[config.mk]
export PLATFORM = sky130hd
export DESIGN_NAME = pwla_top
export DESIGN_NICKNAME = d
export VERILOG_FILES = /design/src/pwla_pkg.sv /design/src/pwla_top.sv /design/src/pwla_sync.sv
export SDC_FILE = /design/constraint.sdc
export NUM_CORES = 1
export LEC_CHECK = 0
export BUFFER_PORTS_ARGS = -buffer_cell sky130_fd_sc_hd__buf_2
export CORE_MARGIN = 4
export CORE_UTILIZATION = 60
export CTS_BUF_LIST = sky130_fd_sc_hd__clkbuf_4
export DETAILED_ROUTE_END_ITERATION = 7
export PLACE_DENSITY = 0.81
export SYNTH_ARGS = -nofsm -noshare
export SYNTH_HDL_FRONTEND = slang
export SYNTH_SLANG_ARGS = --single-unit
[constraint.sdc]
create_clock -name core_clk -period 6.7 [get_ports core_clk]
set_clock_uncertainty 0.2 [all_clocks]
set_input_delay 1.34 -clock core_clk [delete_from_list [all_inputs] [get_ports core_clk]]
set_output_delay 1.34 -clock core_clk [all_outputs]
set_load 0.01 [all_outputs]
[src/pwla_pkg.sv]
// constants and types for the write-lock, addressing and channel option block
// assumes a 50 MHz core clock and an 8-bit command code from the bus framer
package pwla_pkg;

   // ---------------------------------------------------------------
   // clock and timing
   // ---------------------------------------------------------------
   localparam int CLK_PERIOD_NS = 20;
   localparam int MIN_OFF_MS    = 120;
   localparam int MIN_OFF_CYC   = (MIN_OFF_MS * 1000000) / CLK_PERIOD_NS;
   localparam int RUN_PULSE_NS  = 10000;
   localparam int RUN_PULSE_CYC = RUN_PULSE_NS / CLK_PERIOD_NS;

   // ---------------------------------------------------------------
   // command codes
   // ---------------------------------------------------------------
   localparam logic [7:0] C_PAGE      = 8'h00;
   localparam logic [7:0] C_OPERATION = 8'h01;
   localparam logic [7:0] C_POLICY    = 8'h02;
   localparam logic [7:0] C_CLEAR     = 8'h03;
   localparam logic [7:0] C_LOCK      = 8'h10;
   localparam logic [7:0] C_SAVE      = 8'h15;
   localparam logic [7:0] C_SETPOINT  = 8'h21;
   localparam logic [7:0] C_STATUS_LO = 8'h78;
   localparam logic [7:0] C_STATUS_HI = 8'h80;
   localparam logic [7:0] C_CHAN_OPT  = 8'hD0;
   localparam logic [7:0] C_GLOB_OPT  = 8'hD1;
   localparam logic [7:0] C_PEAK      = 8'hE3;
   localparam logic [7:0] C_SLAVE     = 8'hE6;
   localparam logic [7:0] C_COMMON    = 8'hEF;
   localparam logic [7:0] C_UNLOCK    = 8'hBD;
   localparam logic [7:0] C_RAIL      = 8'hFA;

   // ---------------------------------------------------------------
   // values, reset values and field positions
   // ---------------------------------------------------------------
   localparam logic [7:0] LOCK_RST     = 8'h00;
   localparam logic [7:0] SLAVE_RST    = 8'h4F;
   localparam logic [7:0] RAIL_RST     = 8'h80;
   localparam logic [7:0] CHAN_OPT_RST = 8'h1F;
   localparam logic [7:0] GLOB_OPT_RST = 8'h09;
   localparam logic [7:0] PAGE_RST     = 8'h00;
   localparam logic [7:0] PAGE_ALL     = 8'hFF;
   localparam logic [7:0] ADDR_OFF     = 8'h80;
   localparam logic [6:0] GLOBAL_A     = 7'h5A;
   localparam logic [6:0] GLOBAL_B     = 7'h5B;
   localparam int LOCK_B_ALL   = 7;
   localparam int LOCK_B_CTRL  = 6;
   localparam int LOCK_B_SET   = 5;
   localparam int OPT_B_RUNLOW = 4;
   localparam int OPT_B_SHORT  = 3;
   localparam int OPT_B_TBASE  = 2;
   localparam int OPT_B_NOALRT = 1;
   localparam int OPT_B_DECAY  = 0;
   localparam int COMMON_B_PIN = 2;
   localparam int ADDR_SELECT_PIN_NIB     = 4;

   // per-channel sequencing state
   typedef enum logic [2:0] {
      CH_OFF    = 3'b001,
      CH_ON     = 3'b010,
      CH_MINOFF = 3'b100
   } pwla_ch_t;

endpackage

[src/pwla_top.sv]
// command write lock, slave address matching and per-channel option logic
// assumes a bus framer on core_clk delivering decoded address, write and read requests
`timescale 1ns/10ps
module pwla_top
   import pwla_pkg::*;
#(
   parameter int NCH         = 2,
   parameter int MIN_OFF_CYC = pwla_pkg::MIN_OFF_CYC
) (
   input  wire logic           core_clk,
   input  wire logic           rst_n,
   input  wire logic           lock_pin,
   input  wire logic           addr_select_pin,
   input  wire logic           addr_select_open,
   input  wire logic           shared_timebase,
   input  wire logic           gpio_low,
   input  wire logic           scl_in,
   input  wire logic           sda_in,
   input  wire logic [7:0]     nvm_slave_addr,
   input  wire logic           addr_req,
   input  wire logic [6:0]     addr_byte,
   input  wire logic           cmd_wr,
   input  wire logic           cmd_rd,
   input  wire logic [7:0]     cmd_code,
   input  wire logic [7:0]     cmd_data,
   input  wire logic           rail_rd_active,
   input  wire logic           sda_drive_low,
   input  wire logic [NCH-1:0] run_cmd,
   input  wire logic [NCH-1:0] off_seq_busy,
   input  wire logic [NCH-1:0] out_decayed,
   output logic                addr_ack,
   output logic                addr_hit,
   output logic                addr_rail,
   output logic                addr_chan,
   output logic                wr_done,
   output logic                wr_refused,
   output logic                fwd_wr,
   output logic [7:0]          fwd_code,
   output logic [7:0]          fwd_data,
   output logic                rd_valid,
   output logic                rd_own,
   output logic [7:0]          rd_data,
   output logic                comm_fault,
   output logic [NCH-1:0]      pwm_enable,
   output logic [NCH-1:0]      fast_off,
   output logic [NCH-1:0]      enable_pin_oe,
   output logic [NCH-1:0]      retry_ready,
   output logic                alert_oe
);
   localparam int CW = $clog2(MIN_OFF_CYC + 1);
   localparam int PW = $clog2(RUN_PULSE_CYC + 1);
   localparam logic [CW-1:0] MIN_LD = CW'(MIN_OFF_CYC);
   localparam logic [PW-1:0] PUL_LD = PW'(RUN_PULSE_CYC);

   // ---------------------------------------------------------------
   // elaboration checks
   // ---------------------------------------------------------------
   if (NCH != 2)
      $error("pwla_top: page decode serves exactly two channels");
   if (MIN_OFF_CYC < 1)
      $error("pwla_top: minimum off count must be at least one");

   typedef struct packed {
      logic [7:0]               lock_lvl;
      logic [7:0]               slave;
      logic [NCH-1:0][7:0]      rail;
      logic [NCH-1:0][7:0]      chan_opt;
      logic [7:0]               glob_opt;
      logic [7:0]               page;
      logic                     addr_ack;
      logic                     addr_hit;
      logic                     addr_rail;
      logic                     addr_chan;
      logic                     wr_done;
      logic                     wr_refused;
      logic                     fwd_wr;
      logic [7:0]               fwd_code;
      logic [7:0]               fwd_data;
      logic                     rd_valid;
      logic                     rd_own;
      logic [7:0]               rd_data;
      logic                     comm_fault;
      logic                     scl_q;
      pwla_ch_t [NCH-1:0]       ch_state;
      logic [NCH-1:0][CW-1:0]   min_cnt;
      logic [NCH-1:0][PW-1:0]   pul_cnt;
      logic [NCH-1:0]           pwm_en;
      logic [NCH-1:0]           fast_off;
      logic [NCH-1:0]           run_oe;
      logic [NCH-1:0]           retry_ok;
      logic                     alert_oe;
   } pwla_state_t;

   pwla_state_t s_r;
   pwla_state_t s_nxt;

   // ---------------------------------------------------------------
   // pin synchronisers
   // ---------------------------------------------------------------
   logic [6:0] pin_s;
   logic       lock_s;
   logic       addr_select_pin_s;
   logic       aopen_s;
   logic       tbase_s;
   logic       gpio_s;
   logic       scl_s;
   logic       sda_s;

   pwla_sync #(.W(7)) u_sync (
      .clk   (core_clk),
      .rst_n (rst_n),
      .d     ({lock_pin, addr_select_pin, addr_select_open, shared_timebase,
               gpio_low, scl_in, sda_in}),
      .q     (pin_s)
   );
   assign {lock_s, addr_select_pin_s, aopen_s, tbase_s, gpio_s, scl_s, sda_s} = pin_s;

   // ---------------------------------------------------------------
   // helpers
   // ---------------------------------------------------------------
   // intersection of level and pin sets gives the stricter restriction
   function automatic logic lock_ok(input logic [7:0] code, input logic [7:0] lvl,
                                    input logic pin);
      logic st;
      logic base;
      logic lv;
      logic pn;
      st   = (code >= C_STATUS_LO) && (code <= C_STATUS_HI);
      base = (code == C_LOCK) || (code == C_PAGE) || (code == C_UNLOCK) ||
             (code == C_PEAK) || (code == C_SAVE) || (code == C_OPERATION) ||
             (code == C_CLEAR) || st;
      lv   = 1'b1;
      if (lvl[LOCK_B_ALL])
         lv = (code == C_LOCK) || (code == C_PAGE) || (code == C_UNLOCK) ||
              (code == C_SAVE);
      else if (lvl[LOCK_B_CTRL])
         lv = base;
      else if (lvl[LOCK_B_SET])
         lv = base || (code == C_POLICY) || (code == C_SETPOINT);
      pn = !pin || (code == C_PAGE) || (code == C_OPERATION) || (code == C_PEAK) ||
           (code == C_UNLOCK) || (code == C_CLEAR) || st;
      return lv && pn;
   endfunction

   // strap ignore bit is deliberately not consulted for the lsb
   function automatic logic [6:0] dev_addr(input logic [7:0] slv, input logic [7:0] nvm,
                                           input logic sel, input logic open);
      logic [6:0] a;
      a = {slv[6:1], sel};
      if (open)
         a = {slv[6:ADDR_SELECT_PIN_NIB], nvm[ADDR_SELECT_PIN_NIB-1:0]};
      return a;
   endfunction

   // ---------------------------------------------------------------
   // next-state logic
   // ---------------------------------------------------------------
   always_comb
   begin
      logic       hit_dev;
      logic       hit_rail;
      logic [7:0] opt;
      logic [7:0] rsel;
      s_nxt = s_r;
      hit_dev  = 1'b0;
      hit_rail = 1'b0;
      opt      = '0;
      rsel     = s_r.page;
      s_nxt.addr_ack   = 1'b0;
      s_nxt.wr_done    = 1'b0;
      s_nxt.wr_refused = 1'b0;
      s_nxt.fwd_wr     = 1'b0;
      s_nxt.rd_valid   = 1'b0;
      s_nxt.comm_fault = 1'b0;
      s_nxt.scl_q      = scl_s;

      // address match: device, global, rail
      if (addr_req)
      begin
         hit_dev = (s_r.slave != ADDR_OFF) &&
                   (addr_byte == dev_addr(s_r.slave, nvm_slave_addr, addr_select_pin_s, aopen_s));
         for (int i = 0; i < NCH; i++)
            if ((s_r.rail[i] != ADDR_OFF) && (addr_byte == s_r.rail[i][6:0]))
               hit_rail = 1'b1;
         s_nxt.addr_ack  = 1'b1;
         s_nxt.addr_hit  = hit_dev || hit_rail ||
                           (addr_byte == GLOBAL_A) || (addr_byte == GLOBAL_B);
         s_nxt.addr_rail = hit_rail && !hit_dev;
         s_nxt.addr_chan = s_r.page[0];
      end

      // command writes through the lock filter
      if (cmd_wr)
      begin
         s_nxt.wr_done = 1'b1;
         if (!lock_ok(cmd_code, s_r.lock_lvl, lock_s))
         begin
            s_nxt.wr_refused = 1'b1;
            s_nxt.comm_fault = 1'b1;
         end
         else
         begin
            case (cmd_code)
               C_LOCK:     s_nxt.lock_lvl = cmd_data;
               C_SLAVE:    s_nxt.slave    = cmd_data;
               C_GLOB_OPT: s_nxt.glob_opt = cmd_data;
               C_PAGE:     s_nxt.page     = cmd_data;
               C_CHAN_OPT, C_RAIL:
               begin
                  for (int i = 0; i < NCH; i++)
                     if ((s_r.page == PAGE_ALL) || (s_r.page[0] == i[0]))
                        if (cmd_code == C_RAIL)
                           s_nxt.rail[i] = cmd_data;
                        else
                           s_nxt.chan_opt[i] = cmd_data;
               end
               default:
               begin
                  s_nxt.fwd_wr   = 1'b1;
                  s_nxt.fwd_code = cmd_code;
                  s_nxt.fwd_data = cmd_data;
               end
            endcase
         end
      end

      // reads of owned commands; page all reads channel 0
      if (cmd_rd)
      begin
         if (s_r.page == PAGE_ALL)
            rsel = PAGE_RST;
         s_nxt.rd_valid = 1'b1;
         s_nxt.rd_own   = 1'b1;
         s_nxt.rd_data  = '0;
         case (cmd_code)
            C_LOCK:     s_nxt.rd_data = s_r.lock_lvl;
            C_SLAVE:    s_nxt.rd_data = s_r.slave;
            C_GLOB_OPT: s_nxt.rd_data = s_r.glob_opt;
            C_PAGE:     s_nxt.rd_data = s_r.page;
            C_CHAN_OPT: s_nxt.rd_data = s_r.chan_opt[rsel[0]];
            C_RAIL:     s_nxt.rd_data = s_r.rail[rsel[0]];
            C_COMMON:   s_nxt.rd_data[COMMON_B_PIN] = lock_s;
            default:    s_nxt.rd_own = 1'b0;
         endcase
      end

      // released line seen low at a clock rise means another driver differs
      if (scl_s && !s_r.scl_q && rail_rd_active && !sda_drive_low && !sda_s)
         s_nxt.comm_fault = 1'b1;

      // per-channel sequencing and option bits
      s_nxt.alert_oe = 1'b0;
      for (int i = 0; i < NCH; i++)
      begin
         opt = s_r.chan_opt[i];
         if (s_r.pul_cnt[i] != '0)
            s_nxt.pul_cnt[i] = s_r.pul_cnt[i] - 1'b1;
         if (s_r.min_cnt[i] != '0)
            s_nxt.min_cnt[i] = s_r.min_cnt[i] - 1'b1;
         unique case (s_r.ch_state[i])
            CH_ON:
               if (!run_cmd[i])
               begin
                  s_nxt.ch_state[i] = CH_OFF;
                  if (!opt[OPT_B_RUNLOW])
                     s_nxt.pul_cnt[i] = PUL_LD;
               end
            CH_OFF:
               if (run_cmd[i])
               begin
                  if (off_seq_busy[i])
                  begin
                     if (opt[OPT_B_SHORT])
                     begin
                        s_nxt.ch_state[i] = CH_MINOFF;
                        s_nxt.min_cnt[i]  = MIN_LD;
                     end
                  end
                  else if (opt[OPT_B_DECAY] || out_decayed[i])
                     s_nxt.ch_state[i] = CH_ON;
               end
            CH_MINOFF:
               if (!run_cmd[i])
                  s_nxt.ch_state[i] = CH_OFF;
               else if (s_r.min_cnt[i] == '0)
                  s_nxt.ch_state[i] = CH_ON;
            default:
               s_nxt.ch_state[i] = CH_OFF;
         endcase
         s_nxt.pwm_en[i]   = (s_nxt.ch_state[i] == CH_ON) &&
                             !(opt[OPT_B_TBASE] && !tbase_s);
         s_nxt.fast_off[i] = (s_nxt.ch_state[i] == CH_MINOFF);
         s_nxt.run_oe[i]   = (s_nxt.pul_cnt[i] != '0);
         s_nxt.retry_ok[i] = opt[OPT_B_DECAY] || out_decayed[i];
         if (gpio_s && !opt[OPT_B_NOALRT])
            s_nxt.alert_oe = 1'b1;
      end
   end

   // ---------------------------------------------------------------
   // state register
   // ---------------------------------------------------------------
   always_ff @(posedge core_clk or negedge rst_n)
   begin
      if (!rst_n)
      begin
         s_r          <= '0;
         s_r.lock_lvl <= LOCK_RST;
         s_r.slave    <= SLAVE_RST;
         s_r.rail     <= {NCH{RAIL_RST}};
         s_r.chan_opt <= {NCH{CHAN_OPT_RST}};
         s_r.glob_opt <= GLOB_OPT_RST;
         s_r.page     <= PAGE_RST;
         s_r.ch_state <= {NCH{CH_OFF}};
      end
      else
         s_r <= s_nxt;
   end

   // outputs straight from the state register
   assign addr_ack      = s_r.addr_ack;
   assign addr_hit      = s_r.addr_hit;
   assign addr_rail     = s_r.addr_rail;
   assign addr_chan     = s_r.addr_chan;
   assign wr_done       = s_r.wr_done;
   assign wr_refused    = s_r.wr_refused;
   assign fwd_wr        = s_r.fwd_wr;
   assign fwd_code      = s_r.fwd_code;
   assign fwd_data      = s_r.fwd_data;
   assign rd_valid      = s_r.rd_valid;
   assign rd_own        = s_r.rd_own;
   assign rd_data       = s_r.rd_data;
   assign comm_fault    = s_r.comm_fault;
   assign pwm_enable    = s_r.pwm_en;
   assign fast_off      = s_r.fast_off;
   assign enable_pin_oe = s_r.run_oe;
   assign retry_ready   = s_r.retry_ok;
   assign alert_oe      = s_r.alert_oe;
endmodule

[src/pwla_sync.sv]
// two-stage synchroniser for a group of asynchronous pin levels
// assumes levels only: no pulse shorter than two clocks must be caught
`timescale 1ns/10ps
module pwla_sync #(
   parameter int W = 1
) (
   input  wire logic         clk,
   input  wire logic         rst_n,
   input  wire logic [W-1:0] d,
   output logic      [W-1:0] q
);
   typedef struct packed {
      logic [W-1:0] s1;
      logic [W-1:0] s2;
   } pwla_sync_t;

   pwla_sync_t s_r;
   pwla_sync_t s_nxt;

   // first stage feeds only the second
   always_comb
   begin
      s_nxt.s1 = d;
      s_nxt.s2 = s_r.s1;
   end

   always_ff @(posedge clk or negedge rst_n)
   begin
      if (!rst_n)
         s_r <= '0;
      else
         s_r <= s_nxt;
   end

   assign q = s_r.s2;
endmodule

# --- Word level (Yosys, flattened, before mapping) ---
# Index checks and enable logic that the tools add are counted.
word_totals:
  ff_bits: 192
  latch_bits: 0
  ramBits: 0
  romBits: 0
  in_bits: 51
  word_cells: 210
  memories: 0
classes:
  add_sub_neg: 4
  multipliers: 0
  div: 0
  magnitude_cmp: 3
  n_eq_ne: 32
  n_shift: 0
  mux: 63
  bitwise_logic: 3
  n_reduce_logical: 70
ops:
  columns: ["op", "count"]
  rows:
  - ["$mux W23", 10]
  - ["$mux W9", 8]
  - ["$eq A8 B8 Y1 const B", 8]
  - ["$logic_not A23 Y1", 2]
  - ["$reduce_bool A23 Y1", 2]
  - ["$sub A23 B1 Y23 const B", 2]
  - ["$mux W3", 14]
  - ["$reduce_bool A9 Y1", 4]
  - ["$mux W17", 2]
  - ["$mux W8", 4]
  - ["$pmux W5 S6", 1]
  - ["$ne A8 B8 Y1 const B", 3]
  - ["$logic_or A1 B1 Y1", 23]
  - ["$eq A7 B7 Y1", 3]
  - ["$reduce_and A5 Y1", 4]
  - ["$mux W19", 1]
  - ["$pmux W3 S3", 2]
  - ["$sub A9 B1 Y9 const B", 2]
  - ["$eq A8 B2 Y1 const B", 2]
  - ["$eq A8 B5 Y1 const B", 2]
  - ["$logic_and A1 B1 Y1", 16]
  - ["$mux W1", 15]
  - ["$reduce_and A3 Y1", 5]
  - ["$eq A7 B7 Y1 const B", 2]
  - ["19 further kinds", 38]

# --- Depth between registers and ports, before layout ---
# Gate-level depths: netlist (run 1).
depth:
  word_depth: 18
  mapped_depth: 9
  mapped_depth_nobuf: 8

# --- Hierarchy ---
# Synthesis (run 1) repeated with hierarchy kept, for this count alone.
hier_totals:
  hier_cells: 846
  area_unflattened_um2: 9511.6
by_module_without_submodules:
  columns: ["module", "instances", "cells_each", "area_per_inst_um2", "seq_area_each_um2"]
  rows:
  - ["pwla_top", 1, 832, 9161.3, 4480.5]
  - ["pwla_sync", 1, 14, 350.3, 350.3]

# --- Worst setup path before layout (run 1) ---
# Ideal clock, no wire load.
synth_path:
  path_type: "input -> register"
  start: "input cmd_code[3]"
  end: "register s_r, in the netlist fwd_code[1]"
  arrival_ns: 3.682
  path_slack_ns: 2.693
  stages: 8
  path_cell_list: "buf_4 -> or4_4 -> or3_1 -> o211ai_2 -> o21ai_4 -> a211oi_4 -> buf_4 -> mux2_2"
synth_between:
  elab_chain_len: 16
  word_cells_on_any_way: 40
synth_rtl:
  columns: ["item", "line", "source"]
  rows:
  - ["start, declared", "pwla_top.sv:24", "input wire logic [7:0] cmd_code,"]
  - ["$eq A8 B5 Y1 or $logic_not A8 Y1 (tied branches)", null, null]
  - ["$logic_or A1 B1 Y1 (2 in series)", "pwla_top.sv:129, pwla_top.sv:134", null]
  - ["$logic_or A1 B1 Y1", "pwla_top.sv:129", "base = (code == C_LOCK) || (code == C_PAGE) || (code == C_UNLOCK) ||"]
  - ["$logic_or A1 B1 Y1 (3 in series)", "pwla_top.sv:130", "(code == C_PEAK) || (code == C_SAVE) || (code == C_OPERATION) ||"]
  - ["$logic_or A1 B1 Y1", "pwla_top.sv:131", "(code == C_CLEAR) || st;"]
  - ["$logic_or A1 B1 Y1 (2 in series)", "pwla_top.sv:139", "lv = base || (code == C_POLICY) || (code == C_SETPOINT);"]
  - ["$mux W1", "pwla_top.sv:138", "else if (lvl[LOCK_B_SET])"]
  - ["$mux W1", "pwla_top.sv:136", "else if (lvl[LOCK_B_CTRL])"]
  - ["$mux W1", "pwla_top.sv:133", "if (lvl[LOCK_B_ALL])"]
  - ["$mux W1", "pwla_top.sv:193", "if (cmd_wr)"]
  - ["$logic_and A1 B1 Y1", "pwla_top.sv:142", "return lv && pn;"]
  - ["$reduce_and A3 Y1 (no line) (*)", null, null]
  - ["end signal, assigned", "pwla_top.sv:317", "s_r <= s_nxt;"]
  - ["end, declared", "pwla_top.sv:94", "pwla_state_t s_r;"]
# Every way passes the cells marked *; elsewhere a longest branch is shown, timed or not. The select of a mux whose other input is x is not followed.
# A chain may end at the register's enable or synchronous reset.

# --- Worst setup path after layout (run 1) ---
layout_path:
  start: "input cmd_code[4]"
  end: "register s_r, in the netlist fwd_code[2]"
# The elaborated chain is that of the path after synthesis.

==> metrics, run 1 <==
Seq pwr share 57.6%; Synth top area share 45.3%; cell row count 45; Int Power 1.67 mW; post-CTS sizing 0; initial antenna violation count 0; Peak Freq 254 MHz; vias 6561; global route overflow 0; Core ar. 15300 um^2; asr flop ratio synth 100%; CTS buffer count 17; leakage power 4.25 nW; post-synth top area cell dfrtp_1; Die Wd 134 um; Synth Register Bits 192; DRT Pass-1 Iters 8; Layout area overhead 7.23%; met1 Use GR 32.0%; CTS tree done; Filler cells 1202; Worst Path Max Fanout 19; Sw Share 31.2%; Max Buffers Root-to-Sink 2; syn_nets 887; sequential area share after synthesis 51.1%; Yosys cell types 68; DRT Wirelength 18.9 mm; final setup TNS 0 ns; crit path cell chain buf_2, nand2_1, or4_1, a21oi_1, o21ai_2, a211oi_4, mux2_2; mapped cell area 9450 um^2; die height 134 um; global-route usage over all layers 22.3%; setup bufs post-CTS 0; worst path arrival time 4.22 ns; area of the multi-input gates 4200 um^2; first-pass GRT wire length 31.9 mm; Global Route met2 Usage 34.5%; Sink Count 192; global route hottest layer met2; Critical Path Source Type primary input; CP max stage cell a211oi_4; DR vias/cell 5.91; top cells by area, synth dfrtp_1 45%, mux2_2 11%, dfstp_2 5.8%; final hold vios 0; Ports 94; pin count of the biggest net entering global routing 71; CTS Root Cell clkbuf_4; Post-synth EDFFs 0; DRC 1; Slew Limit Fails 0; fin crit share 58.8%; Ys Warns 0; Main synth FF type dfrtp_1; WL/cell 17.0 um; DRT iter0 DRCs 613; met3 GRT Util 5.40%; Worst-path clk slew 0.16 ns; RSZ-0062 raised after global routing false; clock group share of total power 25.0%; outcome finished, violations left; FF+latch area 4830 um^2; MaxCap Viol Count 0; nets 943; HPWL after detailed placement 13.6 mm; failing checks design-rule violations; Die ar. 17800 um^2; vias in the first global route 6357; HP Class flip-flop to flip-flop; Setup CP Type primary input to flip-flop; Final setup viols 0; Worst EP required 6.98 ns; max_slew headroom 23.5%; PwrDens 239 nW/um^2; synthesized area per cell 11.4 um^2; critical path's largest stage delay 0.79 ns; Max IR drop VDD 0.122 mV; later-pin clock latency in the skew report 0.59 ns; Worst setup EP type flip-flop; layout cell share with drive strength beyond 1 28.6%; Ant. Diodes 0; net switching power 0.757 mW; cells after synthesis 830; Routed Antenna Nets 0; H-tree lvl count 4; min Tclk post-route 3.94 ns; Placer Congestion 0.864; Hold Buf Count CTS 0; reg2reg setup slack 3.68 ns; PortBufs 89; Least-Margin Pin Slew 1.14 ns; Hold WS 0.169 ns; Gate power share 17.4%; effective utilization at floorplan 61.7%
[cell families (layout without fill, tap and decap cells)]
| family | count (synthesis) | count (layout) | share of synthesized area [%] |
|---|---|---|---|
| multiplexers | 117 | 117 | 13.7 |
| buffers and inverters | 77 | 146 | 4.55 |
| AO/OA/AOI/OAI | 109 | 109 | 9.39 |
| XOR/XNOR | 60 | 60 | 5.56 |
| AND/OR/NAND/NOR | 269 | 269 | 14.9 |
| flip-flops | 192 | 192 | 51.1 |
| adder cells (fa/ha/maj) | 6 | 6 | 0.794 |
[flip-flops by register name, summed over array words and instances, names as in the netlist, 2 cells and up]
register,count
pwm_enable,2
u_sync.q,7
fwd_data,8
enable_pin_oe,2
fast_off,2
s_r,135
rd_data,8
retry_ready,2
fwd_code,8
u_sync.s_nxt,7
[path summary, 6_finish.rpt]
check / from / end / cells past startpoint
worst min-delay path: u_sync.s_nxt[4] / u_sync.q[4] / 0
worst min register to register: u_sync.s_nxt[4] / u_sync.q[4] / 0
max in group asynchronous: rst_n / s_r[39] / 2
worst max-delay path: cmd_code[4] / fwd_code[2] / 7
min in group asynchronous: rst_n / fwd_code[6] / 1
worst max register to register: s_r[54] / pwm_enable[1] / 5
[area by class of cell]
class,instances,area share (%)
flip-flops and latches,192,47.7
clock buffers,17,1.26
inverters,21,0.778
clock inverters,15,1.47
multi-input cells,561,41.4
well taps,211,2.61
repair buffers,93,4.78
[metal layers]
| layer | up-vias | wire length [um] |
|---|---|---|
| li1 | 3107 | - |
| met1 | 3249 | 8880 |
| met2 | 185 | 8730 |
| met3 | 20 | 1060 |
| met4 | 0 | 206 |
| met5 | - | 0 |
[worst max-delay path: cells and delay by family]
family                 cells  cell delay [ns]
multiplexers               1             0.42
AO/OA/AOI/OAI              3             1.40
buffers and inverters      1             0.32
AND/OR/NAND/NOR            2             0.73
[stage by stage]
stage	std cells	power, mW	utilization [%]	instance area [um^2]	setup slack, ns
3_3_place_gp	1078	1.82	64.4	9860	2.18
2_1_floorplan	830	1.72	-	9450	2.69
5_1_grt	1110	2.58	66.2	10100	2.64
3_5_place_dp	1078	1.84	64.4	9860	2.14
6_report	1110	2.43	66.2	10100	2.76
4_1_cts	1110	2.45	66.2	10100	2.80
[synthesized netlist by cell type, types with 3 or more instances]
master / count
a21oi_1: 19
and3_1: 10
nand2_1: 51
nand4b_1: 3
clkbuf_1: 17
nand2b_1: 18
mux2i_1: 22
xor2_1: 29
a211oi_1: 7
dfstp_2: 21
o21ai_0: 24
xnor2_1: 31
o211ai_1: 3
ha_1: 6
nor3b_1: 5
nor4_1: 22
nand4_1: 7
nor3_1: 20
a21o_1: 3
nor2_1: 59
a222oi_1: 7
o31ai_1: 3
buf_4: 35
dfrtp_1: 171
or3_1: 12
nand3_1: 28
a2111oi_4: 4
o221ai_1: 9
mux2_2: 92
nand3b_1: 4
nor4b_1: 4
inv_1: 21
or4_1: 14
mux2_1: 3
[power by group through the flow]
stage | Combinational (mW) | Clock, mW | Sequential (mW)
final | 0.422 | 0.608 | 1.40
after detailed placement | 0.426 | 0 | 1.42
after CTS | 0.427 | 0.630 | 1.40
after global placement | 0.411 | 0 | 1.41
after global routing | 0.481 | 0.675 | 1.42
after floorplan | 0.338 | 0 | 1.38
[placed cells by master (no fill, tap or decap), drive strengths merged, types with 5 or more instances in the layout]
cell	instances
a2111oi	5
a211oi	10
a21oi	20
a222oi	7
and3	10
buf	92
clkbuf	18
dfrtp	171
dfstp	21
ha	6
inv	29
mux2	95
mux2i	22
nand2	51
nand2b	18
nand3	28
nand4	7
nor2	59
nor3	20
nor3b	5
nor4	22
o21ai	27
o221ai	9
or3	12
or4	15
xnor2	31
xor2	29
(Power assumes the default switching activity.)
==> inputs of run 2 (changes only) <==
--- a/config.mk
+++ b/config.mk
@@ -5,12 +5,13 @@
 export SDC_FILE = /design/constraint.sdc
 export NUM_CORES = 1
 export LEC_CHECK = 0
+export ABC_AREA = 1
 export BUFFER_PORTS_ARGS = -buffer_cell sky130_fd_sc_hd__buf_2
 export CORE_MARGIN = 4
-export CORE_UTILIZATION = 60
+export CORE_UTILIZATION = 56
 export CTS_BUF_LIST = sky130_fd_sc_hd__clkbuf_4
 export DETAILED_ROUTE_END_ITERATION = 7
-export PLACE_DENSITY = 0.81
+export PLACE_DENSITY = 0.79
 export SYNTH_ARGS = -nofsm -noshare
 export SYNTH_HDL_FRONTEND = slang
 export SYNTH_SLANG_ARGS = --single-unit
==> constraint.sdc (replaced) <==
create_clock -name core_clk -period 3.5 [get_ports core_clk]
set_clock_uncertainty 0.2 [all_clocks]
set_input_delay 0.7 -clock core_clk [delete_from_list [all_inputs] [get_ports core_clk]]
set_output_delay 0.7 -clock core_clk [all_outputs]
set_load 0.01 [all_outputs]
==> run 2 against run 1 <==
Compared with the run above:
- the flow now finishes without violations
- utilization down 4.3 points
- highest routed layer unchanged
- worst setup slack got worse by 1.7 ns
- area after synthesis up 5.2%
==> metrics, run 2 <==
Max IR drop VDD 0.325 mV (+170%); RSZ-0062 raised after global routing false; later-pin clock latency in the skew report 0.62 ns (+0.03 ns); leakage power 5.40 nW (+27%); min Tclk post-route 2.45 ns; outcome finished, final reports clean; Worst-path clk slew 0.17 ns (about the same); Post-synth EDFFs 0 (unchanged); setup bufs post-CTS 0 (unchanged); Synth top cells by count 291 x nand2_1, 171 x dfrtp_1, 151 x inv_1; first-pass GRT wire length 38.9 mm (+22%); HPWL after detailed placement 17.0 mm (+25%); mapped cell area 9940 um^2 (+5.2%); Yosys cell types 53 (-22%); Placer Congestion 0.918 (+6.3%); DR vias/cell 5.49 (-7.1%); Die Wd 141 um (+5.8%); setup ws final 1.05 ns (-1.71 ns); nets 1355 (+44%); Die ar. 19900 um^2 (+12%); Worst EP required 3.83 ns (-3.15 ns); cell row count 48 (+6.7%); DRT iter0 DRCs 792 (+29%); most common cell after layout, fill and taps aside nand2_1; Layout area overhead 8.02%; synthesized area per cell 8.05 um^2 (-29%); H-tree lvl count 4 (unchanged); PortBufs 89 (unchanged); Max Buffers Root-to-Sink 2 (unchanged); HP Class primary input to flip-flop; sequential area share after synthesis 48.6% (-2.5 points); Routed Antenna Nets 0 (unchanged); Filler cells 1476 (+23%); CTS tree done; Synth Register Bits 192 (unchanged); count leader, synth nand2_1; global-route usage over all layers 24.2% (+1.9 points); Worst Path Max Fanout 8 (-11); DRT Wirelength 23.3 mm (+24%); DRC 0 (-1); post-synth top area cell dfrtp_1; layout cell share with drive strength beyond 1 14.5% (-14 points); max_slew headroom 49.8% (+26 points); pin count of the biggest net entering global routing 91 (+28%); post-place setup slack 0.536 ns (-1.60 ns); Peak Freq 408 MHz; Worst setup EP type flip-flop; PwrDens 423 nW/um^2 (+77%); vias 8441 (+29%); PnR Total Power 4.54 mW (+87%); Least-Margin Pin Slew 0.746 ns (-0.393 ns); die height 141 um (+5.8%); Reg with most FFs s_r; Core ar. 17400 um^2 (+13%); Final setup viols 0 (unchanged); CTS Root Cell clkbuf_4; global route overflow 0 (unchanged); final setup TNS 0 ns (unchanged); worst path arrival time 2.79 ns (-1.43 ns); cells after synthesis 1235 (+49%); syn_nets 1292 (+46%); WL/cell 15.2 um (-11%); Ys Warns 0 (unchanged); Main synth FF type dfrtp_1; vias in the first global route 7851 (+24%); fin crit share 70.1%; max reg flops 135 (unchanged); top cells by area, synth dfrtp_1 43%, nand2_1 11%, inv_1 5.7%; MaxCap Viol Count 0 (unchanged); initial antenna violation count 1 (+1); commonest cells after routing, fill and taps aside 291 x nand2_1, 171 x dfrtp_1, 151 x inv_1; asr flop ratio synth 100% (unchanged); CTS buffer count 17 (unchanged); effective utilization at floorplan 57.3% (-4.4 points); Synth top area share 43.1% (-2.2 points); DRT Pass-1 Iters 5 (-3); Ports 94 (unchanged); Sink Count 192 (unchanged); Critical Path Source Type flip-flop; Setup CP Type flip-flop to flip-flop; final hold vios 0 (unchanged); Slew Limit Fails 0 (unchanged)
-- run 2: cell count changes in the layout (fill, tap and decap cells not counted), moves of 22 or more --
cell	change
nand2_1	+240
inv_1	+130
nand3_1	+41
nand4_1	+55
o21ai_1	+39
nor2_1	+77
mux2i_1	-22
mux2_2	-92
xnor2_1	-25
-- run 2: stage by stage --
| step | hold WS (ns) | area, um^2 | std cells | utilization [%] |
|---|---|---|---|---|
| 6_report | 0.0509 | 10700 | 1537 | 61.9 |
| 5_1_grt | 0.0414 | 10700 | 1537 | 61.9 |
| 4_1_cts | 0.0180 | 10700 | 1536 | 61.8 |
| 3_5_place_dp | 0.136 | 10400 | 1496 | 59.8 |
| 3_3_place_gp | 0.133 | 10400 | 1496 | 59.8 |
| 2_1_floorplan | 0.131 | 9940 | 1235 | - |
-- run 2: power breakdown --
| group | internal [mW] | switching (mW) | total (mW) |
|---|---|---|---|
| clock | 0.317 | 0.856 | 1.17 |
| sequential | 2.43 | 0.144 | 2.57 |
| combinational | 0.283 | 0.516 | 0.799 |
| total | 3.03 | 1.52 | 4.54 |
-- run 2: cell type report --
cell class | instances | area (um^2) | area share, %
Sequential cell | 192 | 4830 | 45.0
Multi-Input combinational cell | 816 | 4100 | 38.2
Timing Repair Buffer | 111 | 652 | 6.07
Inverter | 160 | 601 | 5.59
Tap cell | 225 | 282 | 2.62
Clock inverter | 15 | 145 | 1.35
Clock buffer | 17 | 128 | 1.19
Antenna cell | 1 | 2.50 | 0.0233
-- run 2: logic make-up after synthesis --
logic type,Yosys count,share of synthesized area (%)
buffers and inverters,227,10.2
AND/OR/NAND/NOR,630,29.2
AO/OA/AOI/OAI,150,8.66
adder cells (fa/ha/maj),6,0.755
XOR/XNOR,30,2.64
flip-flops,192,48.6
-- run 2: worst max-delay path, cell delays in order, from the launching register on --
cell,delay [ns]
dfrtp_1,0.42
inv_1,0.10
ha_1,0.22
nand2_1,0.07
nor2_1,0.04
nand4_1,0.24
nand2_1,0.08
nor2_1,0.23
nand3_1,0.16
nor2_1,0.32
nand2_1,0.10
a21oi_1,0.13
nand2_1,0.06
-- run 2: repair_timing --
item,4_1_cts,5_1_grt
hold buffers,8,0
endpoints found under the hold margin,80,0
resized for setup,0,0
-- run 2: routing by layer --
layer,wire (um),global-route usage (%),part of all wire [%]
met1,10500,35.3,45
met3,1730,5.16,7.4
met5,0,0,0
met2,10500,35.9,45
met4,616,8.77,2.6
-- run 2: final timing paths --
check	startpoint	to	slack (ns)	cells after the start
worst max-delay path	s_r[27]	s_r[47]	1.05	12
worst min-delay path	sda_drive_low	comm_fault	0.05	2
worst max register to register	s_r[27]	s_r[47]	1.05	12
worst min register to register	u_sync.s_nxt[1]	u_sync.q[1]	0.17	0
max in group asynchronous	rst_n	s_r[161]	1.81	3
min in group asynchronous	rst_n	s_r[44]	0.47	2
==> inputs of run 3 (changes only) <==
==> constraint.sdc (replaced) <==
create_clock -name core_clk -period 2.2 [get_ports core_clk]
set_clock_uncertainty 0.2 [all_clocks]
set_input_delay 0.44 -clock core_clk [delete_from_list [all_inputs] [get_ports core_clk]]
set_output_delay 0.44 -clock core_clk [all_outputs]
set_load 0.01 [all_outputs]
==> run 3 against run 2 <==
Compared with the run above:
- routed wire length is 6.5% higher
- highest routed layer unchanged
- register-to-register slack worse by 0.98 ns
- utilization is 4.7 points higher
- largest power group unchanged
==> metrics, run 3 (synthesized netlist as in run 2, its figures left out) <==
Worst setup EP type flip-flop; outcome finished, final reports clean; later-pin clock latency in the skew report 0.60 ns (-0.02 ns); H-tree lvl count 4 (unchanged); global-route usage over all layers 25.2% (+0.98 points); cell row count 48 (unchanged); Non-Filler Instances 1616 (+5.1%); leakage power 5.81 nW (+7.6%); CP max stage cell dfrtp_1; DRT Wirelength 24.9 mm (+6.5%); fin crit share 96.8% (+27 points); dpl cell area 10800 um^2 (+4.4%); critical path's largest stage delay 0.42 ns (about the same); Final Util 66.6% (+4.7 points); global route overflow 0 (unchanged); final hold vios 0 (unchanged); Worst Path Max Fanout 5 (-3); effective utilization at floorplan 57.3% (unchanged); crit path cell chain inv_1, ha_1, nand2_1, nor2_1, nand4_1, nand2_2, nor2_4, nand3_1, nor2_1, buf_4, nand2_1, a21oi_1, nand2_1; max reg flops 135 (unchanged); Core ar. 17400 um^2 (unchanged); die height 141 um (unchanged); DRC 0 (unchanged); Routed Antenna Nets 0 (unchanged); most common cell after layout, fill and taps aside nand2_1; Max Buffers Root-to-Sink 2 (unchanged); final setup TNS 0 ns (unchanged); DR vias/cell 5.43 (-1.1%); DP Cell Count 1548 (+3.5%); Critical Path Source Type flip-flop; initial antenna violation count 1 (unchanged); Ports 94 (unchanged); DRT iter0 DRCs 761 (-3.9%); HPWL after detailed placement 17.7 mm (+4.0%); PwrDens 651 nW/um^2 (+54%); max_slew headroom 67.1% (+17 points); Max IR drop VDD 0.660 mV (+100%); HP Class primary input to flip-flop; worst path arrival time 2.43 ns (-0.36 ns); final instance area 11600 um^2 (+7.6%); vias in the first global route 8432 (+7.4%); Layout area overhead 16.2%; Worst EP required 2.50 ns (-1.33 ns); first-pass GRT wire length 40.5 mm (+4.2%); Die Wd 141 um (unchanged); Crit path max-delay family simple AND/OR/NAND/NOR gates; WL/cell 15.4 um (+1.3%); nets 1434 (+5.8%); Sink Count 192 (unchanged); CTS Root Cell clkbuf_4; layout cell share with drive strength beyond 1 19.1% (+4.6 points); Setup CP Type flip-flop to flip-flop; PnR Total Power 7.52 mW (+65%); Least-Margin Pin Slew 0.489 ns (-0.257 ns); DRT Pass-1 Iters 7 (+2); RSZ-0062 raised after global routing true; PortBufs 89 (unchanged); vias 8779 (+4.0%); setup ws final 0.0696 ns (-0.978 ns); min Tclk post-route 2.13 ns (-0.322 ns); post-place setup slack -0.118 ns (-0.654 ns); Placer Congestion 0.907 (-1.2%); most frequent CP cell nand2_1; commonest cells after routing, fill and taps aside 287 x nand2_1, 171 x dfrtp_1, 151 x inv_1; Worst-path clk slew 0.16 ns (about the same); crit path buf inv count 2 (+1); Reg with most FFs s_r; Hold WS 0.0348 ns (-0.0161 ns); CTS buffer count 17 (unchanged); Final setup viols 0 (unchanged); Die ar. 19900 um^2 (unchanged); Slew Limit Fails 0 (unchanged); pin count of the biggest net entering global routing 51 (-44%); CTS tree done; Peak Freq 469 MHz (+15%); Filler cells 1426 (-3.4%); MaxCap Viol Count 0 (unchanged)
## run 3: cell types whose count changed in the layout (fill, tap and decap cells not counted), moves of 3 or more
cell	delta
buf_12	+5
nor2_1	-9
nand2_2	+4
clkinv_4	+3
dlygate4sd3_1	+23
nor3_1	-3
nor3_2	+3
nor2_2	+7
buf_4	+51
nand2_1	-4
## run 3: cell type report
class | instances | area [um^2] | area share, %
inverter | 160 | 601 | 5.20
clock buffer | 17 | 128 | 1.10
antenna | 1 | 2.50 | 0.0217
timing repair buffer | 190 | 1370 | 11.8
multi-input combinational | 816 | 4170 | 36.1
tap | 225 | 282 | 2.44
sequential | 192 | 4830 | 41.8
clock inverter | 15 | 173 | 1.49
## run 3: final timing paths
path                                  from     endpoint  slack [ns]  depth (start not counted)
max                                s_r[27]      s_r[47]        0.07                         13
min                            cmd_code[6]  fwd_code[6]        0.03                          4
max reg2reg                        s_r[27]      s_r[47]        0.07                         13
min reg2reg                u_sync.s_nxt[5]  u_sync.q[5]        0.17                          0
max in group asynchronous            rst_n     s_r[138]        1.00                          3
min in group asynchronous            rst_n      s_r[43]        0.12                          2
## run 3: layer usage
layer	routed length, um	vias to the layer above	share of wire (%)	GRT usage [%]
met5	0	-	0	0
met4	467	0	1.9	7.14
met3	1780	43	7.2	4.61
met2	11800	316	47	40.2
met1	10800	4139	44	35.5
li1	-	4281	-	-
## run 3: timing repair
item | in CTS | in global routing
gates resized for setup | 1 | 21
hold buffers | 31 | 0
pin swaps | 0 | 3
endpoints found under the setup margin | 1 | 20
buffers inserted | 0 | 4
hold endpoints to repair | 272 | 0
## run 3: report_power, final
part / internal (mW) / switching (mW)
clock: 0.711 / 1.29
combinational: 0.545 / 0.883
sequential: 3.86 / 0.229
## run 3: worst min-delay path, delay by kind of cell
family,cells,cell delay (ns)
buf+inv,3,0.28
compound gates,1,0.07
